[src/rtl/hsfo_params.svh]
// Constants of the hot-swap fault and ORing control block.
// Assumes inclusion by the control module only.
`ifndef HSFO_PARAMS_SVH
`define HSFO_PARAMS_SVH

// Register numbers
`define HSFO_REG_FT_HV    8'h04
`define HSFO_REG_FT_LV    8'h05
`define HSFO_REG_CTRL     8'h10
`define HSFO_REG_STATUS   8'h11

// Reset values and control write mask
`define HSFO_FT_RESET     5'h01
`define HSFO_CTRL_RESET   8'h01
`define HSFO_CTRL_MASK    8'h7F

// Status bit positions
`define HSFO_ST_FLT_HV    0
`define HSFO_ST_FLT_LV    1
`define HSFO_ST_BLK       2
`define HSFO_ST_PASS_HV   3
`define HSFO_ST_PASS_LV   4
`define HSFO_ST_BLEED_HV  5
`define HSFO_ST_BLEED_LV  6

// Timing
`define HSFO_CLK_NS       100
`define HSFO_STEP_NS      450000
`define HSFO_RETRY_MULT   100

`endif

[src/rtl/hsfo_pkg.sv]
// Types shared by the hot-swap fault and ORing control block.
// Assumes the constants header sits beside it.
package hsfo_pkg;

   // Control register layout, bit 7 down to bit 0
   typedef struct packed {
      logic reserved;
      logic fault_retry_select;
      logic bleed_resistor_enable_lv;
      logic bleed_resistor_enable_hv;
      logic discharge_gate_enable_lv;
      logic discharge_gate_enable_hv;
      logic high_power_oring_select;
      logic oring_driver_enable_hv;
   } hsfo_ctrl_t;

   // Comparator and enable pin bundle
   typedef struct packed {
      logic en_lv;
      logic en_hv;
      logic rail_low_lv;
      logic rail_low_hv;
      logic cur_limit_lv;
      logic cur_limit_hv;
      logic diff_below_pos;
      logic diff_below_neg;
      logic diff_above_on;
   } hsfo_cmp_t;

   // Channel states
   typedef enum logic [1:0] {
      CH_OFF,
      CH_BLEED,
      CH_ON,
      CH_FAULT
   } hsfo_state_t;

endpackage : hsfo_pkg

[src/rtl/hsfo_ctrl.sv]
// Digital control of a two-channel hot-swap and ORing controller.
// Assumes a serial front end that delivers decoded register accesses
// on the clk domain, and analog comparators arriving asynchronously.
`timescale 1ns/10ps
`include "hsfo_params.svh"

module hsfo_ctrl
   import hsfo_pkg::*;
#(
   parameter int STEP_CYCLES = `HSFO_STEP_NS / `HSFO_CLK_NS
)(
   // Clock and reset
   input  wire logic        clk,
   input  wire logic        rst,
   // Decoded register accesses
   input  wire logic        reg_wr,
   input  wire logic        reg_rd,
   input  wire logic [7:0]  reg_addr,
   input  wire logic [7:0]  reg_wdata,
   output logic      [7:0]  reg_rdata,
   // Comparators and channel enable pins
   input  wire hsfo_cmp_t   cmp_in,
   // Switch drives
   output logic             blocking_gate_drive,
   output logic      [1:0]  pass_gate_on,
   output logic      [1:0]  bleed_switch_on
);

   // Index 0 is the 12-V channel, index 1 the 3.3-V channel
   localparam logic [15:0] STEP_LAST = 16'(STEP_CYCLES - 1);

   hsfo_cmp_t   s1_q;
   hsfo_cmp_t   s2_q;
   hsfo_cmp_t   s3_q;
   hsfo_cmp_t   cmp_q;
   hsfo_ctrl_t  ctrl_q;
   logic [4:0]  ft_q [2];
   logic [1:0]  flt_q;
   logic        blk_q;
   logic [1:0]  pass_q;
   logic [1:0]  bleed_q;
   logic [7:0]  rdata_q;
   hsfo_state_t st_q [2];
   logic [15:0] cyc_q [2];
   logic [11:0] stp_q [2];

   logic [1:0]  en;
   logic [1:0]  cl;
   logic [1:0]  rail_low;
   logic [1:0]  ds_en;
   logic [1:0]  bleed_en;
   logic [1:0]  wrap;
   logic [1:0]  trip;
   logic [1:0]  retry_done;
   logic        wr_status;

   // Step count at which the timer ends; mult is 1 or the retry factor
   function automatic logic [11:0] step_target(
      input logic [4:0] code,
      input logic       retry
   );
      logic [11:0] mult;
      mult = retry ? 12'(`HSFO_RETRY_MULT) : 12'h0001;
      step_target = 12'(code * mult);
   endfunction : step_target

   // True when the last step of a timer completes this cycle
   function automatic logic step_hit(
      input logic [11:0] stp,
      input logic [11:0] target,
      input logic        wrp
   );
      step_hit = wrp && (target != 12'h000) && (12'(stp + 12'h001) == target);
   endfunction : step_hit

   // Register read decode; unmapped numbers read as zero
   function automatic logic [7:0] reg_read(input logic [7:0] addr);
      logic [7:0] st;
      st = 8'h00;
      st[`HSFO_ST_FLT_HV]   = flt_q[0];
      st[`HSFO_ST_FLT_LV]   = flt_q[1];
      st[`HSFO_ST_BLK]      = blk_q;
      st[`HSFO_ST_PASS_HV]  = pass_q[0];
      st[`HSFO_ST_PASS_LV]  = pass_q[1];
      st[`HSFO_ST_BLEED_HV] = bleed_q[0];
      st[`HSFO_ST_BLEED_LV] = bleed_q[1];
      unique case (addr)
         `HSFO_REG_FT_HV:  reg_read = {3'h0, ft_q[0]};
         `HSFO_REG_FT_LV:  reg_read = {3'h0, ft_q[1]};
         `HSFO_REG_CTRL:   reg_read = ctrl_q;
         `HSFO_REG_STATUS: reg_read = st;
         default:          reg_read = 8'h00;
      endcase
   endfunction : reg_read

   // Three-stage pin synchroniser; a level counts once stages two
   // and three agree, which rejects a single-cycle glitch
   always_ff @(posedge clk)
   begin
      if (rst)
      begin
         s1_q  <= '0;
         s2_q  <= '0;
         s3_q  <= '0;
         cmp_q <= '0;
      end
      else
      begin
         s1_q  <= cmp_in;
         s2_q  <= s1_q;
         s3_q  <= s2_q;
         cmp_q <= hsfo_cmp_t'((s2_q & s3_q) | (cmp_q & (s2_q | s3_q)));
      end
   end

   // Per-channel views of the filtered pins and control bits
   assign en        = {cmp_q.en_lv, cmp_q.en_hv};
   assign cl        = {cmp_q.cur_limit_lv, cmp_q.cur_limit_hv};
   assign rail_low  = {cmp_q.rail_low_lv, cmp_q.rail_low_hv};
   assign ds_en     = {ctrl_q.discharge_gate_enable_lv,
                       ctrl_q.discharge_gate_enable_hv};
   assign bleed_en  = {ctrl_q.bleed_resistor_enable_lv,
                       ctrl_q.bleed_resistor_enable_hv};
   assign wr_status = reg_wr && (reg_addr == `HSFO_REG_STATUS);

   // Timer events per channel
   always_comb
   begin
      for (int i = 0; i < 2; i++)
      begin
         wrap[i] = (cyc_q[i] == STEP_LAST);
         trip[i] = (st_q[i] == CH_ON) && en[i] && cl[i] &&
                   step_hit(stp_q[i], step_target(ft_q[i], 1'b0),
                            wrap[i]);
         retry_done[i] = step_hit(stp_q[i],
                                  step_target(ft_q[i], 1'b1),
                                  wrap[i]);
      end
   end

   // Configuration registers; a zero fault code is host misuse and
   // simply never trips, so it is stored as written
   always_ff @(posedge clk)
   begin
      if (rst)
      begin
         ctrl_q <= hsfo_ctrl_t'(`HSFO_CTRL_RESET);
         ft_q[0] <= `HSFO_FT_RESET;
         ft_q[1] <= `HSFO_FT_RESET;
      end
      else if (reg_wr)
      begin
         unique case (reg_addr)
            `HSFO_REG_FT_HV: ft_q[0] <= reg_wdata[4:0];
            `HSFO_REG_FT_LV: ft_q[1] <= reg_wdata[4:0];
            `HSFO_REG_CTRL:
               ctrl_q <= hsfo_ctrl_t'(reg_wdata & `HSFO_CTRL_MASK);
            default: ;
         endcase
      end
   end

   // Sticky fault flags, write one to clear; a trip in the clearing
   // cycle wins so no fault is lost
   always_ff @(posedge clk)
   begin
      if (rst)
         flt_q <= 2'h0;
      else
      begin
         flt_q[0] <= trip[0] | (flt_q[0] &
                     ~(wr_status & reg_wdata[`HSFO_ST_FLT_HV]));
         flt_q[1] <= trip[1] | (flt_q[1] &
                     ~(wr_status & reg_wdata[`HSFO_ST_FLT_LV]));
      end
   end

   // Read data holds until the next read strobe
   always_ff @(posedge clk)
   begin
      if (rst)
         rdata_q <= 8'h00;
      else if (reg_rd)
         rdata_q <= reg_read(reg_addr);
   end

   // Blocking gate with hysteresis; both thresholds cannot be crossed
   // at once, turn-on is checked first anyway
   always_ff @(posedge clk)
   begin
      if (rst || !ctrl_q.oring_driver_enable_hv)
         blk_q <= 1'b0;
      else if (cmp_q.diff_above_on)
         blk_q <= 1'b1;
      else if (ctrl_q.high_power_oring_select ? cmp_q.diff_below_pos
                                              : cmp_q.diff_below_neg)
         blk_q <= 1'b0;
   end

   // Bleed resistor switches follow the enable pins, not the state,
   // so a faulted but still enabled channel does not bleed its rail
   always_ff @(posedge clk)
   begin
      if (rst)
         bleed_q <= 2'h0;
      else
         bleed_q <= bleed_en & ~en;
   end

   // Channel state machines with fault and retry timers
   always_ff @(posedge clk)
   begin
      if (rst)
      begin
         for (int i = 0; i < 2; i++)
         begin
            st_q[i]  <= CH_OFF;
            cyc_q[i] <= 16'h0000;
            stp_q[i] <= 12'h000;
         end
         pass_q <= 2'h0;
      end
      else
      begin
         for (int i = 0; i < 2; i++)
         begin
            unique case (st_q[i])
               CH_OFF:
               begin
                  cyc_q[i] <= 16'h0000;
                  stp_q[i] <= 12'h000;
                  if (en[i] && ds_en[i] && !rail_low[i])
                  begin
                     st_q[i] <= CH_BLEED;
                  end
                  else if (en[i])
                  begin
                     st_q[i]   <= CH_ON;
                     pass_q[i] <= 1'b1;
                  end
               end
               CH_BLEED:
               begin
                  if (!en[i])
                  begin
                     st_q[i] <= CH_OFF;
                  end
                  else if (!ds_en[i] || rail_low[i])
                  begin
                     st_q[i]   <= CH_ON;
                     pass_q[i] <= 1'b1;
                  end
               end
               CH_ON:
               begin
                  if (!en[i])
                  begin
                     st_q[i]   <= CH_OFF;
                     pass_q[i] <= 1'b0;
                  end
                  else if (trip[i])
                  begin
                     st_q[i]   <= CH_FAULT;
                     pass_q[i] <= 1'b0;
                     cyc_q[i]  <= 16'h0000;
                     stp_q[i]  <= 12'h000;
                  end
                  else if (cl[i])
                  begin
                     // Count steps while limiting
                     cyc_q[i] <= wrap[i] ? 16'h0000
                                         : 16'(cyc_q[i] + 16'h0001);
                     if (wrap[i])
                     begin
                        stp_q[i] <= 12'(stp_q[i] + 12'h001);
                     end
                  end
                  else
                  begin
                     cyc_q[i] <= 16'h0000;
                     stp_q[i] <= 12'h000;
                  end
               end
               CH_FAULT:
               begin
                  if (!en[i])
                     st_q[i] <= CH_OFF;
                  else if (ctrl_q.fault_retry_select && retry_done[i])
                     st_q[i] <= CH_OFF;
                  else if (ctrl_q.fault_retry_select)
                  begin
                     cyc_q[i] <= wrap[i] ? 16'h0000
                                         : 16'(cyc_q[i] + 16'h0001);
                     if (wrap[i])
                     begin
                        stp_q[i] <= 12'(stp_q[i] + 12'h001);
                     end
                  end
                  else
                  begin
                     // Latched: wait for the enable pin to drop
                     cyc_q[i] <= 16'h0000;
                     stp_q[i] <= 12'h000;
                  end
               end
            endcase
         end
      end
   end

   // Outputs straight from flops
   assign reg_rdata           = rdata_q;
   assign blocking_gate_drive = blk_q;
   assign pass_gate_on        = pass_q;
   assign bleed_switch_on     = bleed_q;

endmodule : hsfo_ctrl

[config.mk]
export PLATFORM = sky130hd
export DESIGN_NAME = hsfo_ctrl
export DESIGN_NICKNAME = d
export VERILOG_FILES = /design/src/rtl/hsfo_pkg.sv /design/src/rtl/hsfo_ctrl.sv
export VERILOG_INCLUDE_DIRS = /design/src /design/src/rtl
export SDC_FILE = /design/constraint.sdc
export NUM_CORES = 1
export LEC_CHECK = 0
export BUFFER_PORTS_ARGS = -buffer_cell sky130_fd_sc_hd__buf_4
export CAP_MARGIN = 40
export CORE_ASPECT_RATIO = 1.2
export CORE_MARGIN = 5
export CORE_UTILIZATION = 50
export CTS_CLUSTER_DIAMETER = 50
export DETAILED_ROUTE_END_ITERATION = 7
export GPL_TIMING_DRIVEN = 0
export PLACE_DENSITY_LB_ADDON = 0.3
export SYNTH_ARGS = -nofsm -noshare
export SYNTH_HDL_FRONTEND = slang
export SYNTH_SLANG_ARGS = --single-unit
[constraint.sdc]
create_clock -name clk -period 9.86 [get_ports clk]
set_input_delay 0.986 -clock clk [delete_from_list [all_inputs] [get_ports clk]]
set_output_delay 0.986 -clock clk [all_outputs]
set_load 0.02 [all_outputs]
# After elaboration in Yosys (flattened, before gate mapping)

Memories as Yosys holds them, arrays and structs flattened.
Cells that the tools add are included.

Bits in writable memories: 70
Output and inout bits: 13
Memories: 4
Bits in read-only memories: 0
Flip-flop bits (word level): 58
Latch bits: 0
Input port bits: 29

$mul: 2
Div/mod/pow operators: 0
Bitwise operators: 56
Order comparisons: 0
Add/subtract/negate cells: 4
Reduce and logical (&&, ||, !) cells: 41
Multiplexer cells: 218
Eq/ne operators: 26
Shift-type cells: 0

Memory list:

| memory | depth | width | rd ports | clocked after Yosys merged registers in | write ports | line            | RTL |
|---|---|---|---|---|---|---|---|
| cyc_q  | 2     | 16    | 2        | 0                                       | 2           | hsfo_ctrl.sv:44 | `logic [15:0] cyc_q [2];` |
| stp_q  | 2     | 12    | 2        | 0                                       | 2           | hsfo_ctrl.sv:45 | `logic [11:0] stp_q [2];` |
| ft_q   | 2     | 5     | 2        | 0                                       | 2           | hsfo_ctrl.sv:37 | `logic [4:0] ft_q [2];` |
| st_q   | 2     | 2     | 2        | 0                                       | 2           | hsfo_ctrl.sv:43 | `hsfo_state_t st_q [2];` |

Operators by type and width:

| kind                                                                 | number |
|---|---|
| 16-bit 2-to-1 mux                                                    | 14 |
| 1-bit 2-to-1 mux                                                     | 171 |
| 12-bit 2-to-1 mux                                                    | 12 |
| 1-bit bitwise OR                                                     | 44 |
| 16-bit by 1-bit adder with 16-bit output (second input constant)     | 2 |
| 16-bit by 13-bit == test with 1-bit output (second input constant)   | 2 |
| 2-bit 2-to-1 mux                                                     | 16 |
| 7-bit one-hot mux with 4 select lines                                | 1 |
| 12-bit by 1-bit adder with 12-bit output (second input constant)     | 2 |
| 12-bit == test                                                       | 2 |
| 12-bit by 5-bit == test with 1-bit output                            | 2 |
| 12-bit nonzero test                                                  | 2 |
| 1-bit logical AND                                                    | 21 |
| 5-bit by 5-bit multiplier with 10-bit output (second input constant) | 2 |
| 9-bit bitwise AND                                                    | 2 |
| 9-bit bitwise OR                                                     | 2 |
| 8-bit by 3-bit == test with 1-bit output (second input constant)     | 2 |
| 8-bit by 5-bit == test with 1-bit output (second input constant)     | 2 |
| 2-bit != test (second input constant)                                | 8 |
| 6-bit AND reduction                                                  | 2 |
| 6-bit nonzero test                                                   | 2 |
| 5-bit 2-to-1 mux                                                     | 2 |
| 2-bit == test (second input constant)                                | 4 |
| 3-bit != test (second input constant)                                | 2 |
| other kinds (12)                                                     | 26 |

# Depth between registers and ports, before layout

An unclocked memory read counts as a cell.

Depth in word-level cells: 15
Depth in mapped cells: 16

# Worst setup path before layout

No wires, ideal clock.

Path type: register to register
Start point: mem ft_q[0][2]
End point: mem stp_q[0][0], enable pin
Cell stages (with the launch flop): 15
Path buffers: 1
Setup slack: 4884 ps
Arrival: 4577 ps
Setup time: 399 ps
Cells stage by stage: edfxtp_1 clkbuf_1 inv_1 ha_1 ha_1 ha_1 ha_1 a31oi_1 xnor2_1 xnor3_1 nand3_1 o31a_1 nor4_1 o211ai_1 a21boi_0

RTL lines:

| item               | line |
|---|---|
| start: declaration | hsfo_ctrl.sv:37 |
| end: declaration   | hsfo_ctrl.sv:45 |

==> metrics.md <==
| Metric | Value |
|---|---|
| Internal Power | `0.001015 W` |
| Antenna violations before repair | `0` |
| Port Buffer Count | `37` |
| Synth top area cells | `edfxtp_1 28%, dfxtp_1 15%, ha_1 7.2%` |
| Routed len/inst | `15.64 µm` |
| Area of the multi-input gates | `3928 µm²` |
| Critical Path RT | `9.99 ns` |
| Drt first pass iters | `5` |
| Post-Layout Cell Count | `1,031` |
| CP Cell Sequence | `clkbuf_1 -> inv_1 -> ha_1 -> ha_1 -> ha_1 -> ha_1 -> a31oi_1 -> xnor2_1 -> xnor3_1 -> nand3_1 -> o31a_1 -> nor4_1 -> o211ai_1 -> a21boi_1 -> buf_4` |
| Die Ht | `143.6 µm` |
| Top-area cell type share of the netlist area | `28.28%` |
| Root buf cell | `clkbuf_16` |
| Reg power frac | `44.1%` |
| Max Cap Viol | `0` |
| Crit path max fanout | `9` |
| Final period utilization | `49.37%` |
| DIE AREA | `17,420 µm²` |
| CP startpoint kind | `flip-flop` |
| Initial Util | `51.36%` |
| Ant. Diodes | `0` |
| Worst path max stage delay | `0.68 ns` |
| Post-synth top flop | `edfxtp_1` |
| CTS tree | `built` |
| Final GP Congestion | `0.9032` |
| Fillers | `1,207` |
| RSZ-0062 raised after global routing | `no` |
| Worst VDD drop | `140.9 µV` |
| Synth cell types | `71` |
| DR vias | `5,840` |
| Total leakage power | `3.241 nW` |
| Setup TNS | `0 ns` |
| Setup Buffers After CTS | `0` |
| Crit path kind | `flip-flop to flip-flop` |
| Rel. slew slack | `43.21%` |
| Slew Viols, Final | `0` |
| I/O pins | `42` |
| Final Net Count | `892` |
| Clk sinks | `127` |
| Dpl cell area | `7988 µm²` |
| Overall Global Routing Usage | `19.09%` |
| Gate power share | `12.7%` |
| DIE WIDTH | `121.3 µm` |
| Hold buffer count at cts | `0` |
| Core area | `14,470 µm²` |
| Arr. time, crit path | `5.00 ns` |
| Finished Cell Area | `8564 µm²` |
| Hold Fails Final Rpt | `0` |
| Fraction of layout cells with a size suffix above 1 | `13.24%` |
| Buf/Inv on CP | `3` |
| Synthesized Nets | `832` |
| Clock power share | `43.2%` |
| Net Sw Frac | `26.86%` |
| Skew final | `0.01617 ns` |
| CTS clock-pin slew for the worst setup and hold paths | `0.06 ns` |
| YS warnings | `0` |
| Post-synthesis async set-or-reset flop share | `0%` |
| Remaining antenna violation count | `0` |
| CTS Buf Count | `17` |
| Clock Path Buffers | `2` |
| Global-route wire length before repair | `26.76 mm` |
| Slowest-stage cell, CP | `o211ai_1` |
| Outcome | `finished clean` |
| Mean post-synth cell area | `9.807 µm²` |
| Achievable clock frequency | `205.4 MHz` |
| Mapped Area | `7433 µm²` |
| Synthesis-to-finish area growth | `15.22%` |
| # rows | `48` |
| Drc violations | `0` |
| Post-synth EDFFs | `70` |
| Sequential cell area fraction in the yosys report | `43.63%` |
| Placed Cells | `999` |
| Pin count of the biggest net entering global routing | `17` |
| Post_cts resized | `0` |
| DP HPWL | `12.08 mm` |
| Hold WC Path Type | `flip-flop to flip-flop` |
| Vias in the first global route | `5,800` |
| Delay-heaviest family, CP | `compound AO/OA/AOI/OAI gates` |
| Routed vias/inst | `5.664` |
| Final WL | `16.13 mm` |
| Most used cell, CP | `ha_1` |
| H-tree depth | `4` |
| Synth area leader | `edfxtp_1` |
| Worst setup EP type | `flip-flop` |
| Pwr Density | `162.1 nW/µm²` |
| Final setup viols | `0` |
| Initial drt markers | `355` |
| Mapped Cells | `758` |
| Total grt overflow | `0` |
| Smallest hold slack | `0.4453 ns` |
| Worst-skew pair later-pin latency | `0.43 ns` |
| Synth Register Bits | `127` |
| Sw Pwr | `0.0003728 W` |
| Least-Margin Pin Slew | `0.8441 ns` |
| Fin crit period | `4.868 ns` |
| Storage cell area | `3243 µm²` |
==> state kept, by name (all words and copies together) (netlist names) <==
signal / cells
ctrl_q: 5
cyc_q: 32
s2_q: 9
s1_q: 9
flt_q: 2
reg_rdata: 7
stp_q: 24
bleed_en: 2
cmp_q: 7
blocking_gate_drive: 1
st_q: 4
pass_gate_on: 2
cl: 2
s3_q: 9
bleed_switch_on: 2
ft_q: 10
==> worst paths after layout <==
kind                            cells past startpoint           to  startpoint  slack (ns)
worst min register to register                      1      s2_q[4]     s1_q[4]        0.45
worst max-delay path                               15  stp_q[0][8]  ft_q[0][2]        4.99
worst min-delay path                                1      s2_q[4]     s1_q[4]        0.45
worst max register to register                     15  stp_q[0][8]  ft_q[0][2]        4.99
==> logic make-up (layout without fill, tap and decap cells) <==
logic type / Yosys count / after routing / synth area share, %
AO/OA/AOI/OAI: 115 / 115 / 10.10
XOR/XNOR: 80 / 80 / 9.981
adder cells (fa/ha/maj): 45 / 45 / 7.777
buffers and inverters: 56 / 129 / 3.535
flip-flops: 127 / 127 / 43.63
multiplexers: 10 / 10 / 1.380
other: 1 / 1 / 0.05045
AND/OR/NAND/NOR: 324 / 324 / 23.55
==> Yosys cell counts (6+ instances only) <==
cell type and instances:
a21oi_1 42, a22oi_1 6, and2_1 7, and3_1 13
buf_2 12, clkbuf_1 17, dfxtp_1 57, edfxtp_1 70
ha_1 43, inv_1 19, mux2i_1 8, nand2_1 54
nand2b_1 9, nand3_1 35, nand4_1 13, nor2_1 70
nor2_2 7, nor2b_1 41, nor3_1 20, nor3b_1 11
nor4_1 9, nor4b_1 6, o21ai_0 19, or3_1 7
xnor2_1 40, xor2_1 37
==> power by group through the flow <==
stage	Combinational [W]	Clock (W)	Sequential [W]
3_3_place_gp	0.000164	0	0.000622
3_5_place_dp	0.000172	0	0.000623
4_1_cts	0.000174	0.000609	0.000612
2_1_floorplan	0.000131	0	0.000615
5_1_grt	0.000194	0.000640	0.000616
6_report	0.000176	0.000600	0.000612
==> layout by cell type (no fill, tap or decap), drive strengths merged, types with 4 or more instances in the layout <==
master | synthesis | final
a21o | 4 | 4
a21oi | 42 | 42
a221oi | 5 | 5
a22oi | 6 | 6
a311oi | 4 | 4
a31oi | 4 | 4
and2 | 7 | 7
and3 | 13 | 13
buf | 20 | 61
clkbuf | 17 | 36
clkinv | 0 | 5
dfxtp | 57 | 57
edfxtp | 70 | 70
ha | 43 | 43
inv | 19 | 27
mux2i | 8 | 8
nand2 | 54 | 54
nand2b | 9 | 9
nand3 | 36 | 36
nand4 | 13 | 13
nor2 | 77 | 77
nor2b | 41 | 41
nor3 | 20 | 20
nor3b | 11 | 11
nor4 | 9 | 9
nor4b | 6 | 6
o21ai | 19 | 19
o31ai | 4 | 4
or3 | 7 | 7
or4 | 4 | 4
xnor2 | 40 | 40
xor2 | 37 | 37
==> worst reg2reg max path, cell delays in order (launching register included) <==
cell      delay (ns)
edfxtp_1        0.38
clkbuf_1        0.48
inv_1           0.12
ha_1            0.32
ha_1            0.31
ha_1            0.21
ha_1            0.31
a31oi_1         0.20
xnor2_1         0.21
xnor3_1         0.27
nand3_1         0.09
o31a_1          0.17
nor4_1          0.09
o211ai_1        0.68
a21boi_1        0.48
buf_4           0.27
==> layer usage <==
metal / global-route usage (%) / wire length [µm]
met5: 0 / 0
met4: 7.198 / 314
met3: 4.173 / 811
met2: 34.76 / 8438
met1: 21.83 / 6563
==> per-stage QoR <==
step                setup WS [ns]  total power (W)  utilization [%]
finish                      4.992         0.001388            59.17
floorplan                   4.884        0.0007463                -
detailed placement          4.949        0.0007951            55.19
CTS                         4.947         0.001396            59.17
global route                4.662         0.001450            59.17
global placement            3.828        0.0007853            55.01
==> final cells by class <==
type                       instances  area share, %
buffer                            37          2.235
clock buffer                      19          5.420
clock inverter                    13          1.315
inverter                          19         0.8327
multi-input combinational        575          45.86
sequential                       127          37.87
tap                              200          2.922
timing repair buffer              41          3.550
Note: power is estimated with default switching activity, not from simulation.
